`src/verilog/psm_regs.svh`:
```
// Register offsets, field positions, reset values and timing for the power-save controller
`ifndef PSM_REGS_SVH
`define PSM_REGS_SVH

// ----------------------------------------
// Register byte offsets
// ----------------------------------------
`define PSM_OSC_OFS 8'h00
`define PSM_PMD_OFS 8'h04
`define PSM_STAT_OFS 8'h08

// ----------------------------------------
// Oscillator control fields
// ----------------------------------------
`define PSM_NEWOSC_LSB 8
`define PSM_NEWOSC_MSB 10
`define PSM_COSC_LSB 0
`define PSM_COSC_MSB 2
`define PSM_LOCK_BIT 7

// ----------------------------------------
// Status fields
// ----------------------------------------
`define PSM_ST_SLEEP_BIT 0
`define PSM_ST_IDLE_BIT 1
`define PSM_ST_HOLD_BIT 2
`define PSM_ST_WSLP_BIT 4
`define PSM_ST_WIDL_BIT 5
`define PSM_ST_WWDT_BIT 6

// ----------------------------------------
// Reset values and masks
// ----------------------------------------
`define PSM_PMD_RST 16'h0000
`define PSM_PMD_MASK 16'hf9ff
`define PSM_OSC_RST 3'h0
`define PSM_EXT_CLK_OK 16'h0000

// ----------------------------------------
// Timing
// ----------------------------------------
`define PSM_CLK_PERIOD_NS 10
`define PSM_STARTUP_NS 20000
`define PSM_STARTUP_CYC ((`PSM_STARTUP_NS + `PSM_CLK_PERIOD_NS - 1) / `PSM_CLK_PERIOD_NS)

`endif

```
`src/verilog/psm_pkg.sv`:
```
// Types shared by the power-save controller and its bench
package psm_pkg;

    // ----------------------------------------
    // Bus carriers
    // ----------------------------------------
    typedef struct packed {
        logic psel;
        logic penable;
        logic pwrite;
        logic [7:0] paddr;
        logic [31:0] pwdata;
    } psm_apb_req_type;

    // Clock and power enables toward the clock tree
    typedef struct packed {
        logic cpu_clk_en;
        logic sys_osc_en;
        logic fscm_en;
        logic rc_clk_en;
    } psm_clk_ctrl_type;

    // ----------------------------------------
    // Power-save operand and controller states
    // ----------------------------------------
    typedef enum logic {
        PSM_OP_SLEEP,
        PSM_OP_IDLE
    } psm_op_type;

    typedef enum logic [2:0] {
        PSM_ST_STARTUP,
        PSM_ST_RUN,
        PSM_ST_ENTER_SLEEP,
        PSM_ST_SLEEP,
        PSM_ST_IDLE
    } psm_state_type;

endpackage

```
`src/verilog/psm_power_save_ctrl.sv`:
```
// Power-save controller: sleep/idle sequencing, start-up hold, oscillator select, module disable
//
// Behaviour
// - Unlocked write of new_osc_select requests clock switch.
// - Only power_save_instr enters sleep or idle.
// - Sleep stops clocks and halts instruction execution.
// - Idle halts CPU; peripherals keep their clock.
// - Interrupt, watchdog time-out or reset wakes device.
// - Sleep shuts down the system oscillator.
// - Fail-safe clock monitor off during sleep.
// - Low-power RC clock runs in sleep if watchdog on.
// - Watchdog count cleared just before entering sleep.
// - Sleep disables system-clocked peripherals; external-clocked may run.
// - Only individually enabled interrupt sources wake from sleep.
// - Wake resumes on oscillator active at sleep entry.
// - Hold execution about 20 us after power-up.
`timescale 1ns/1ps
`include "psm_regs.svh"

// ----------------------------------------
// Register map, 32-bit words, low 16 bits used
// ----------------------------------------
// 0x00 oscillator control:
//   10:8 new oscillator select, read/write
//   7 configuration lock, read only
//   2:0 active oscillator, read only
// 0x04 module disable:
//   15:11 timers five down to one
//   10:9 unused, read as zero
//   8 codec interface, 7 first i2c port
//   6 second uart, 5 first uart
//   4 second spi, 3 first spi
//   2 second can, 1 first can, 0 adc
// 0x08 status:
//   0 asleep, 1 idle, 2 start-up hold, read only
//   4 woke from sleep, 5 woke from idle
//   6 woken by watchdog time-out
//   Wake flags sticky, write one to clear
// Other offsets answer with an error and read zero

// ----------------------------------------
// Limits worth knowing
// ----------------------------------------
// Wake from sleep reruns the start-up hold
// Clock switch is taken as instant
// Interrupt and watchdog inputs are asynchronous

module psm_power_save_ctrl
    import psm_pkg::*;
#(
    parameter int N_IRQ = 8,
    parameter logic [15:0] EXT_CLK_OK = `PSM_EXT_CLK_OK
) (
    input wire logic ref_clk,
    input wire logic rst_n,
    input wire psm_apb_req_type apb_req,
    output logic [31:0] prdata,
    output logic pready,
    output logic pslverr,
    input wire logic psave_valid,
    input wire psm_op_type psave_op,
    input wire logic [N_IRQ-1:0] irq_pending,
    input wire logic [N_IRQ-1:0] irq_enable,
    input wire logic wdt_timeout,
    input wire logic wdt_enabled,
    input wire logic clk_cfg_locked,
    output logic cpu_run,
    output psm_clk_ctrl_type clk_ctrl,
    output logic wdt_clear,
    output logic osc_switch_req,
    output logic [2:0] sys_osc_sel,
    output logic [15:0] periph_clk_en,
    output logic [15:0] periph_hold
);

    localparam int HOLD_CYC = `PSM_STARTUP_CYC;
    localparam int HOLD_W = $clog2(HOLD_CYC + 1);
    localparam logic [HOLD_W-1:0] HOLD_LAST = HOLD_W'(HOLD_CYC - 1);

    // ----------------------------------------
    // Whole module state
    // ----------------------------------------
    typedef struct packed {
        psm_state_type st;
        logic [HOLD_W-1:0] hold_cnt;
        logic [2:0] new_osc;
        logic [2:0] active_osc;
        logic [2:0] sleep_osc;
        logic [15:0] pmd;
        logic osc_req;
        logic wdt_clr;
        logic woke_sleep;
        logic woke_idle;
        logic woke_wdt;
        logic [N_IRQ-1:0] irq_s1;
        logic [N_IRQ-1:0] irq_s2;
        logic [N_IRQ-1:0] irq_s3;
        logic [N_IRQ-1:0] irq_f;
        logic wdt_s1;
        logic wdt_s2;
        logic wdt_s3;
        logic wdt_f;
        logic [31:0] rdata;
        logic rerr;
        logic cpu_run;
        psm_clk_ctrl_type clk;
        logic [15:0] pclk_en;
    } psm_regs_type;

    psm_regs_type r;
    psm_regs_type next_r;

    logic setup_ph;
    logic access_ph;
    logic wr_osc;
    logic wr_pmd;
    logic wr_stat;
    logic wake_ev;
    logic [15:0] osc_word;
    logic [15:0] stat_word;

    // ----------------------------------------
    // Bus decode
    // ----------------------------------------
    // Zero wait states: answer in the first access cycle
    assign setup_ph = apb_req.psel & ~apb_req.penable;
    assign access_ph = apb_req.psel & apb_req.penable;
    assign pready = access_ph;
    assign pslverr = access_ph & r.rerr;
    assign prdata = r.rdata;
    assign wr_osc = access_ph & apb_req.pwrite & (apb_req.paddr == `PSM_OSC_OFS);
    assign wr_pmd = access_ph & apb_req.pwrite & (apb_req.paddr == `PSM_PMD_OFS);
    assign wr_stat = access_ph & apb_req.pwrite & (apb_req.paddr == `PSM_STAT_OFS);

    // Enabled, debounced interrupt or watchdog time-out
    assign wake_ev = (|(r.irq_f & irq_enable)) | r.wdt_f;

    // Readback words
    always_comb begin
        osc_word = 16'h0000;
        osc_word[`PSM_NEWOSC_MSB:`PSM_NEWOSC_LSB] = r.new_osc;
        osc_word[`PSM_COSC_MSB:`PSM_COSC_LSB] = r.active_osc;
        osc_word[`PSM_LOCK_BIT] = clk_cfg_locked;
        stat_word = 16'h0000;
        stat_word[`PSM_ST_SLEEP_BIT] = (r.st == PSM_ST_SLEEP);
        stat_word[`PSM_ST_IDLE_BIT] = (r.st == PSM_ST_IDLE);
        stat_word[`PSM_ST_HOLD_BIT] = (r.st == PSM_ST_STARTUP);
        stat_word[`PSM_ST_WSLP_BIT] = r.woke_sleep;
        stat_word[`PSM_ST_WIDL_BIT] = r.woke_idle;
        stat_word[`PSM_ST_WWDT_BIT] = r.woke_wdt;
    end

    // ----------------------------------------
    // Next-state logic
    // ----------------------------------------
    always_comb begin
        next_r = r;
        next_r.osc_req = 1'b0;
        next_r.wdt_clr = 1'b0;

        // Three-stage input capture; a change counts once stages two and three agree
        next_r.irq_s1 = irq_pending;
        next_r.irq_s2 = r.irq_s1;
        next_r.irq_s3 = r.irq_s2;
        next_r.irq_f = (r.irq_s2 & r.irq_s3) | (r.irq_f & (r.irq_s2 | r.irq_s3));
        next_r.wdt_s1 = wdt_timeout;
        next_r.wdt_s2 = r.wdt_s1;
        next_r.wdt_s3 = r.wdt_s2;
        next_r.wdt_f = (r.wdt_s2 & r.wdt_s3) | (r.wdt_f & (r.wdt_s2 | r.wdt_s3));

        // Read data captured in the setup cycle
        if (setup_ph) begin
            next_r.rerr = 1'b0;
            case (apb_req.paddr)
                `PSM_OSC_OFS: next_r.rdata = {16'h0000, osc_word};
                `PSM_PMD_OFS: next_r.rdata = {16'h0000, r.pmd};
                `PSM_STAT_OFS: next_r.rdata = {16'h0000, stat_word};
                default: begin
                    next_r.rdata = 32'h0000_0000;
                    next_r.rerr = 1'b1;
                end
            endcase
        end

        // Oscillator select write, ignored while configuration is locked
        if (wr_osc && !clk_cfg_locked) begin
            next_r.new_osc = apb_req.pwdata[`PSM_NEWOSC_MSB:`PSM_NEWOSC_LSB];
            next_r.active_osc = apb_req.pwdata[`PSM_NEWOSC_MSB:`PSM_NEWOSC_LSB];
            next_r.osc_req = 1'b1;
        end

        // Module disable bits; unimplemented bits stay zero
        if (wr_pmd) begin
            next_r.pmd = apb_req.pwdata[15:0] & `PSM_PMD_MASK;
        end

        // Write one to clear wake flags
        if (wr_stat) begin
            if (apb_req.pwdata[`PSM_ST_WSLP_BIT]) begin
                next_r.woke_sleep = 1'b0;
            end
            if (apb_req.pwdata[`PSM_ST_WIDL_BIT]) begin
                next_r.woke_idle = 1'b0;
            end
            if (apb_req.pwdata[`PSM_ST_WWDT_BIT]) begin
                next_r.woke_wdt = 1'b0;
            end
        end

        // Power-save sequencer; flag sets come after clears so a set wins
        case (r.st)
            PSM_ST_STARTUP: begin
                // Ends one short, so the hold lasts exactly HOLD_CYC cycles
                if (r.hold_cnt == HOLD_LAST) begin
                    next_r.st = PSM_ST_RUN;
                    next_r.hold_cnt = '0;
                end else begin
                    next_r.hold_cnt = r.hold_cnt + 1'b1;
                end
            end
            PSM_ST_RUN: begin
                if (psave_valid) begin
                    if (psave_op == PSM_OP_SLEEP) begin
                        next_r.st = PSM_ST_ENTER_SLEEP;
                        next_r.wdt_clr = wdt_enabled;
                        next_r.sleep_osc = r.active_osc;
                    end else begin
                        next_r.st = PSM_ST_IDLE;
                    end
                end
            end
            PSM_ST_ENTER_SLEEP: begin
                next_r.st = PSM_ST_SLEEP;
            end
            PSM_ST_SLEEP: begin
                if (wake_ev) begin
                    next_r.st = PSM_ST_STARTUP;
                    next_r.hold_cnt = '0;
                    next_r.active_osc = r.sleep_osc;
                    next_r.woke_sleep = 1'b1;
                    // Sticky: a later wake without time-out keeps it
                    next_r.woke_wdt = r.woke_wdt | r.wdt_f;
                end
            end
            PSM_ST_IDLE: begin
                if (wake_ev) begin
                    next_r.st = PSM_ST_RUN;
                    next_r.woke_idle = 1'b1;
                    next_r.woke_wdt = r.woke_wdt | r.wdt_f;
                end
            end
            default: begin
                next_r.st = PSM_ST_STARTUP;
                next_r.hold_cnt = '0;
            end
        endcase

        // Clock and run enables follow the next state
        next_r.cpu_run = 1'b0;
        next_r.clk.cpu_clk_en = 1'b1;
        next_r.clk.sys_osc_en = 1'b1;
        next_r.clk.fscm_en = 1'b1;
        next_r.clk.rc_clk_en = 1'b1;
        next_r.pclk_en = ~next_r.pmd;
        case (next_r.st)
            PSM_ST_STARTUP: begin
                // Core held off while the supply settles
                next_r.cpu_run = 1'b0;
            end
            PSM_ST_RUN: begin
                next_r.cpu_run = 1'b1;
            end
            PSM_ST_ENTER_SLEEP: begin
                // Core stopped; oscillator up one more cycle
                next_r.cpu_run = 1'b0;
            end
            PSM_ST_SLEEP: begin
                // Everything on the system clock stops
                next_r.clk.cpu_clk_en = 1'b0;
                next_r.clk.sys_osc_en = 1'b0;
                next_r.clk.fscm_en = 1'b0;
                next_r.clk.rc_clk_en = wdt_enabled;
                next_r.pclk_en = ~next_r.pmd & EXT_CLK_OK;
            end
            PSM_ST_IDLE: begin
                // Modules keep their clocks, the core does not
                next_r.clk.cpu_clk_en = 1'b0;
            end
            default: begin
                next_r.cpu_run = 1'b0;
            end
        endcase
    end

    // ----------------------------------------
    // State register
    // ----------------------------------------
    always_ff @(posedge ref_clk) begin
        if (!rst_n) begin
            r.st <= PSM_ST_STARTUP;
            r.hold_cnt <= '0;
            r.new_osc <= `PSM_OSC_RST;
            r.active_osc <= `PSM_OSC_RST;
            r.sleep_osc <= `PSM_OSC_RST;
            r.pmd <= `PSM_PMD_RST;
            r.osc_req <= 1'b0;
            r.wdt_clr <= 1'b0;
            r.woke_sleep <= 1'b0;
            r.woke_idle <= 1'b0;
            r.woke_wdt <= 1'b0;
            r.irq_s1 <= '0;
            r.irq_s2 <= '0;
            r.irq_s3 <= '0;
            r.irq_f <= '0;
            r.wdt_s1 <= 1'b0;
            r.wdt_s2 <= 1'b0;
            r.wdt_s3 <= 1'b0;
            r.wdt_f <= 1'b0;
            r.rdata <= 32'h0000_0000;
            r.rerr <= 1'b0;
            r.cpu_run <= 1'b0;
            r.clk <= 4'hf;
            r.pclk_en <= 16'hffff;
        end else begin
            r <= next_r;
        end
    end

    // ----------------------------------------
    // Outputs
    // ----------------------------------------
    assign cpu_run = r.cpu_run;
    assign clk_ctrl = r.clk;
    assign wdt_clear = r.wdt_clr;
    assign osc_switch_req = r.osc_req;
    assign sys_osc_sel = r.active_osc;
    assign periph_clk_en = r.pclk_en;
    assign periph_hold = r.pmd;

endmodule // psm_power_save_ctrl

```
`config.mk`:
```
export PLATFORM = sky130hd
export DESIGN_NAME = psm_power_save_ctrl
export DESIGN_NICKNAME = d
export VERILOG_FILES = /design/src/verilog/psm_pkg.sv /design/src/verilog/psm_power_save_ctrl.sv
export VERILOG_INCLUDE_DIRS = /design/src /design/src/verilog
export SDC_FILE = /design/constraint.sdc
export NUM_CORES = 1
export LEC_CHECK = 0
export ABC_CLOCK_PERIOD_IN_PS = 5900
export BUFFER_PORTS_ARGS = -buffer_cell sky130_fd_sc_hd__buf_2
export CORE_MARGIN = 4
export CORE_UTILIZATION = 43
export DETAILED_ROUTE_END_ITERATION = 12
export GPL_ROUTABILITY_DRIVEN = 1
export GPL_TIMING_DRIVEN = 0
export PLACE_DENSITY_LB_ADDON = 0.12
export SETUP_SLACK_MARGIN = 0.1
export SYNTH_ARGS = -nofsm -noshare
export SYNTH_HDL_FRONTEND = slang
export SYNTH_SLANG_ARGS = --single-unit
```
`constraint.sdc`:
```
create_clock -name ref_clk -period 5.9 [get_ports ref_clk]
set_input_delay 0.885 -clock ref_clk [delete_from_list [all_inputs] [get_ports ref_clk]]
set_output_delay 0.885 -clock ref_clk [all_outputs]
set_load 0.01 [all_outputs]
```
After elaboration in Yosys (flattened, before gate mapping):

Cells that the tools add are included.

* register bits after elaboration: 134
* word-level logic and storage cells: 104

* add/subtract/negate cells: 1
* equality and inequality tests: 11
* mux-type cells: 28
* bitwise operators: 25
* reduce and logical (&&, ||, !) cells: 12

Operator list (count)
* $pmux 16 s3: 1
* $pmux 11 s3: 1
* $and 8x8->8: 3
* $mux 3: 8
* $mux 19: 1
* $mux 16: 1
* $not 16->16: 1
* $or 8x8->8: 2
* $pmux 3 s5: 1
* $mux 14: 1
* $add 11x1->11 const B: 1
* $eq 11x11->1 const B: 1
* $mux 1: 11
* $mux 11: 1
* $and 1x1->1: 9
* $eq 3x2->1 const B: 3
* $eq 8x3->1 const B: 1
* $eq 8x4->1 const B: 1
* $logic_not 8->1: 1
* $reduce_or 8->1: 1
* $eq 3x1->1 const B: 2
* $eq 3x3->1 const B: 2
* $not 1->1: 6
* $reduce_or 3->1: 2
* 11 further kinds: 15

Depth between registers and ports, before layout:

* word-level depth: 8
* depth in mapped cells: 8
* mapped depth without buffers: 6

Worst setup path after synthesis:

Ideal clock, no wire load.

* path type: input to register
* from: in apb_req[33] in the netlist's numbering
* to: reg r (netlist bit periph_hold[2])
* arrival time: 2614 ps
* required time: 5787 ps
* setup slack: 3173 ps
* stages on the path: 6
* buffers on the path: 2
* cells stage by stage: or4_4 -> or4_4 -> buf_6 -> buf_12 -> mux2_4 -> and2_4

* longest elaborated chain between the ends: 3

RTL lines
* start: declaration: line psm_power_save_ctrl.sv:56 `input wire psm_apb_req_type apb_req,`
* $eq 8x3->1
* $and 1x1->1: line psm_power_save_ctrl.sv:132 `` assign wr_pmd = access_ph & apb_req.pwrite & (apb_req.paddr == `PSM_PMD_OFS); ``
* $mux 16: line psm_power_save_ctrl.sv:193 `if (wr_pmd) begin`
* end: declaration: line psm_power_save_ctrl.sv:110 `psm_regs_type r;`

No other way between the ends.
A chain may end at the register's enable or synchronous reset.

Worst setup path after layout:

* from: in apb_req[33] in the netlist's numbering
* to: reg r (netlist bit sys_osc_sel[1])

* longest elaborated chain between the ends: 6

RTL lines
* $logic_not 8->1 *
* $and 1x1->1 *: line psm_power_save_ctrl.sv:131 `` assign wr_osc = access_ph & apb_req.pwrite & (apb_req.paddr == `PSM_OSC_OFS); ``
* $logic_and 1x1->1 *: line psm_power_save_ctrl.sv:186 `if (wr_osc && !clk_cfg_locked) begin`
* $mux 3 *: line psm_power_save_ctrl.sv:186
* $mux 3: line psm_power_save_ctrl.sv:236 `if (wake_ev) begin`
* $mux 3 *: line psm_power_save_ctrl.sv:211 `case (r.st)`

Mark *: on every way between the ends. The rest lies on a longest branch, timed or not.

==> run metrics <==
Remaining DRCs=0; Vias/cell=~4.8; Max Cap Viol=0; Fmax=between 300 and 400 MHz; Clock Sinks=117; worst slew pin tran=about 0.97 ns; Routability Congestion=0.849; Max Buffers Root-to-Sink=2; main flop type after synthesis=dfxtp_1; Initial Util=0.446; worst hold start=next_r[80]; Post-Synthesis Cell Area=just under 5000 um^2; area growth from synthesis to layout=28.3%; Synth Area per Inst=between 9 and 10 um^2; yosys warns=0; RSZ-0062 raised after global routing=false; H-Tree Level Count=4; r2r startpoint=r[132]; largest net degree at the start of global routing=17; Worst-Skew Late Latency=approximately 0.4 ns; post-synthesis sequential area ratio=0.478; grt total ovfl=0; area leader, netlist=dfxtp_1; First-pass DRT Iterations=5; drt initial violations=184; non-filler cells, final=around 830; post-CTS setup buffer count=0; multi-input logic area=approximately 1900 um^2; WL/cell=between 10 and 15 um; # fillers=between 1,000 and 1,500; CTS tree=done; total CTS buffers=17; Max FO, Critical Path=7; asr flop ratio synth=0; TNS Setup=0 ns; Yosys reg bits=between 100 and 150; Top Ports=between 100 and 150; Inst Count DP=800; Die Ht=115 um; root buffer cell=clkbuf_16; via count=roughly 4,000; hold endpoint=next_r[72]; total track usage=0.177; die area=about 13,000 um^2; Syn Inst Count=about 540; IO buf count=about 110; CP endpoint kind=register; most frequent cells in the layout=117 x dfxtp_1, 108 x buf_2, 71 x buf_4, 43 x nor2_1, 39 x and2_1; fraction of layout cells with a size suffix above 1=0.334; register-to-register setup slack=3.69 ns; final wirelength=approximately 12 mm; hold path cells=1; vias in the first global route=3,849; Peak VDD IR=~0.00022 V; Layout Nets=746; clk slew on worst S/H paths=approximately 0.060 ns; n_diodes=0; outcome=completed; first-pass GRT wire length=approximately 18 mm; Hold Vio Cnt, Final=0; post-cts resize count=0; Pwr per Cell Area=396 nW/um^2; total power=roughly 2.5 mW; most common library cell in the layout ignoring fill and taps=dfxtp_1; Reg-to-Reg End=r[127]; initial antenna violation count=0; Hold Crit Class=reg -> reg; hold_buf cts=0; num rows=38; Arr. time, crit path=2.80 ns; Reg area=2340 um^2; Reg2Reg Depth=7; Yosys top cell area share=0.478; unique cell type count in the Yosys netlist=45; minimum clock period=around 2.5 ns; Die Span X=115 um; leakage dissipation=between 2 and 3 nW; final core occ=0.572; CP startpoint kind=input port; critical path type=in -> reg; max-slew violation count=0; Req. time, crit path=about 6.2 ns; top cells by area, synth=dfxtp_1 48%, buf_4 11%, and2_1 5.0%; relative slew slack=0.349; Finish-stage setup viols=0; number of flops mapped to enable cells by yosys=0; Final Skew=just over 0.009 ns; final antenna-violating net count=0; final period utilization=0.431; core area=11,000 um^2; HPWL Detailed=around 8.6 mm
[worst max path at each step]
stage | slack, ns | depth (start not counted) | to | from
floorplan | 3.17 | 6 | periph_hold[2] | apb_req[33]
global placement | 2.97 | 7 | periph_hold[2] | apb_req[33]
detailed placement | 2.97 | 7 | periph_hold[2] | apb_req[33]
CTS | 3.39 | 6 | sys_osc_sel[1] | apb_req[33]
global route | 3.18 | 6 | sys_osc_sel[0] | apb_req[33]
finish | 3.36 | 6 | sys_osc_sel[1] | apb_req[33]
[critical path, cell delays in order]
cell and delay (ns):
buf_2 0.09, or4_4 0.56, nor3_1 0.50, nand2_1 0.42, mux2i_1 0.26, a21oi_1 0.09
[final cells by class]
type	count	area share
sequential	117	0.373
multi-input combinational	331	0.306
buffer	97	0.105
timing repair buffer	108	0.0860
clock buffer	19	0.0689
clock inverter	13	0.0289
tap	140	0.0279
inverter	7	0.00418
[synth_stat cells (all sizes together), types with 2 or more instances]
cell,instances
dfxtp,117
buf,76
nor2,43
and2,40
o21ai,39
nand2,38
a21oi,32
clkbuf,21
mux2i,18
a22oi,15
nand3,14
mux2,11
nor3,10
inv,7
nand2b,7
and3,6
o22ai,5
nor2b,4
or2,4
nand3b,3
or3,3
or4,3
a21o,2
a31oi,2
nand4,2
o31ai,2
xor2,2
[flip-flops by register name, indices dropped and copies added (netlist names)]
| register | count |
|---|---|
| clk_ctrl | 3 |
| cpu_run | 1 |
| next_r | 18 |
| osc_switch_req | 1 |
| osc_word | 3 |
| periph_clk_en | 16 |
| periph_hold | 16 |
| prdata | 16 |
| r | 39 |
| sys_osc_sel | 3 |
| wdt_clear | 1 |
[through the flow]
stage / setup slack, ns / area, um^2 / hold slack [ns]
final: 3.36 / 6280 / 0.433
after global routing: 3.18 / 6280 / 0.448
after CTS: 3.39 / 6280 / 0.436
after detailed placement: 2.97 / 5670 / 0.422
after global placement: 2.97 / 5670 / 0.417
after floorplan: 3.17 / 4950 / 0.412
[layer usage]
| metal | vias to the layer above | wire (um) | track usage |
|---|---|---|---|
| met5 | - | 0 | 0 |
| met4 | 0 | 287 | 0.0743 |
| met3 | 20 | 879 | 0.0484 |
| met2 | 129 | 5400 | 0.295 |
| met1 | 1786 | 5020 | 0.218 |
| li1 | 2026 | - | - |
[logic make-up (layout without fill, tap and decap cells)]
group                    after synthesis  count (layout)  synth area share
XOR/XNOR                               2               2           0.00358
flip-flops                           117             117             0.478
other                                  1              16          0.000766
AND/OR/NAND/NOR                      180             180             0.187
adder cells (fa/ha/maj)                1               1           0.00255
AO/OA/AOI/OAI                        103             103             0.121
multiplexers                          29              29            0.0667
buffers and inverters                104             244             0.140
[power breakdown]
part	internal, mW	switching, mW	leakage (nW)	total (mW)
Combinational	0.234	0.294	1.66	0.529
Clock	0.704	0.357	0.285	1.06
Sequential	0.870	0.0291	0.950	0.899
Total	1.81	0.681	2.90	2.49
(Power assumes the default switching activity.)
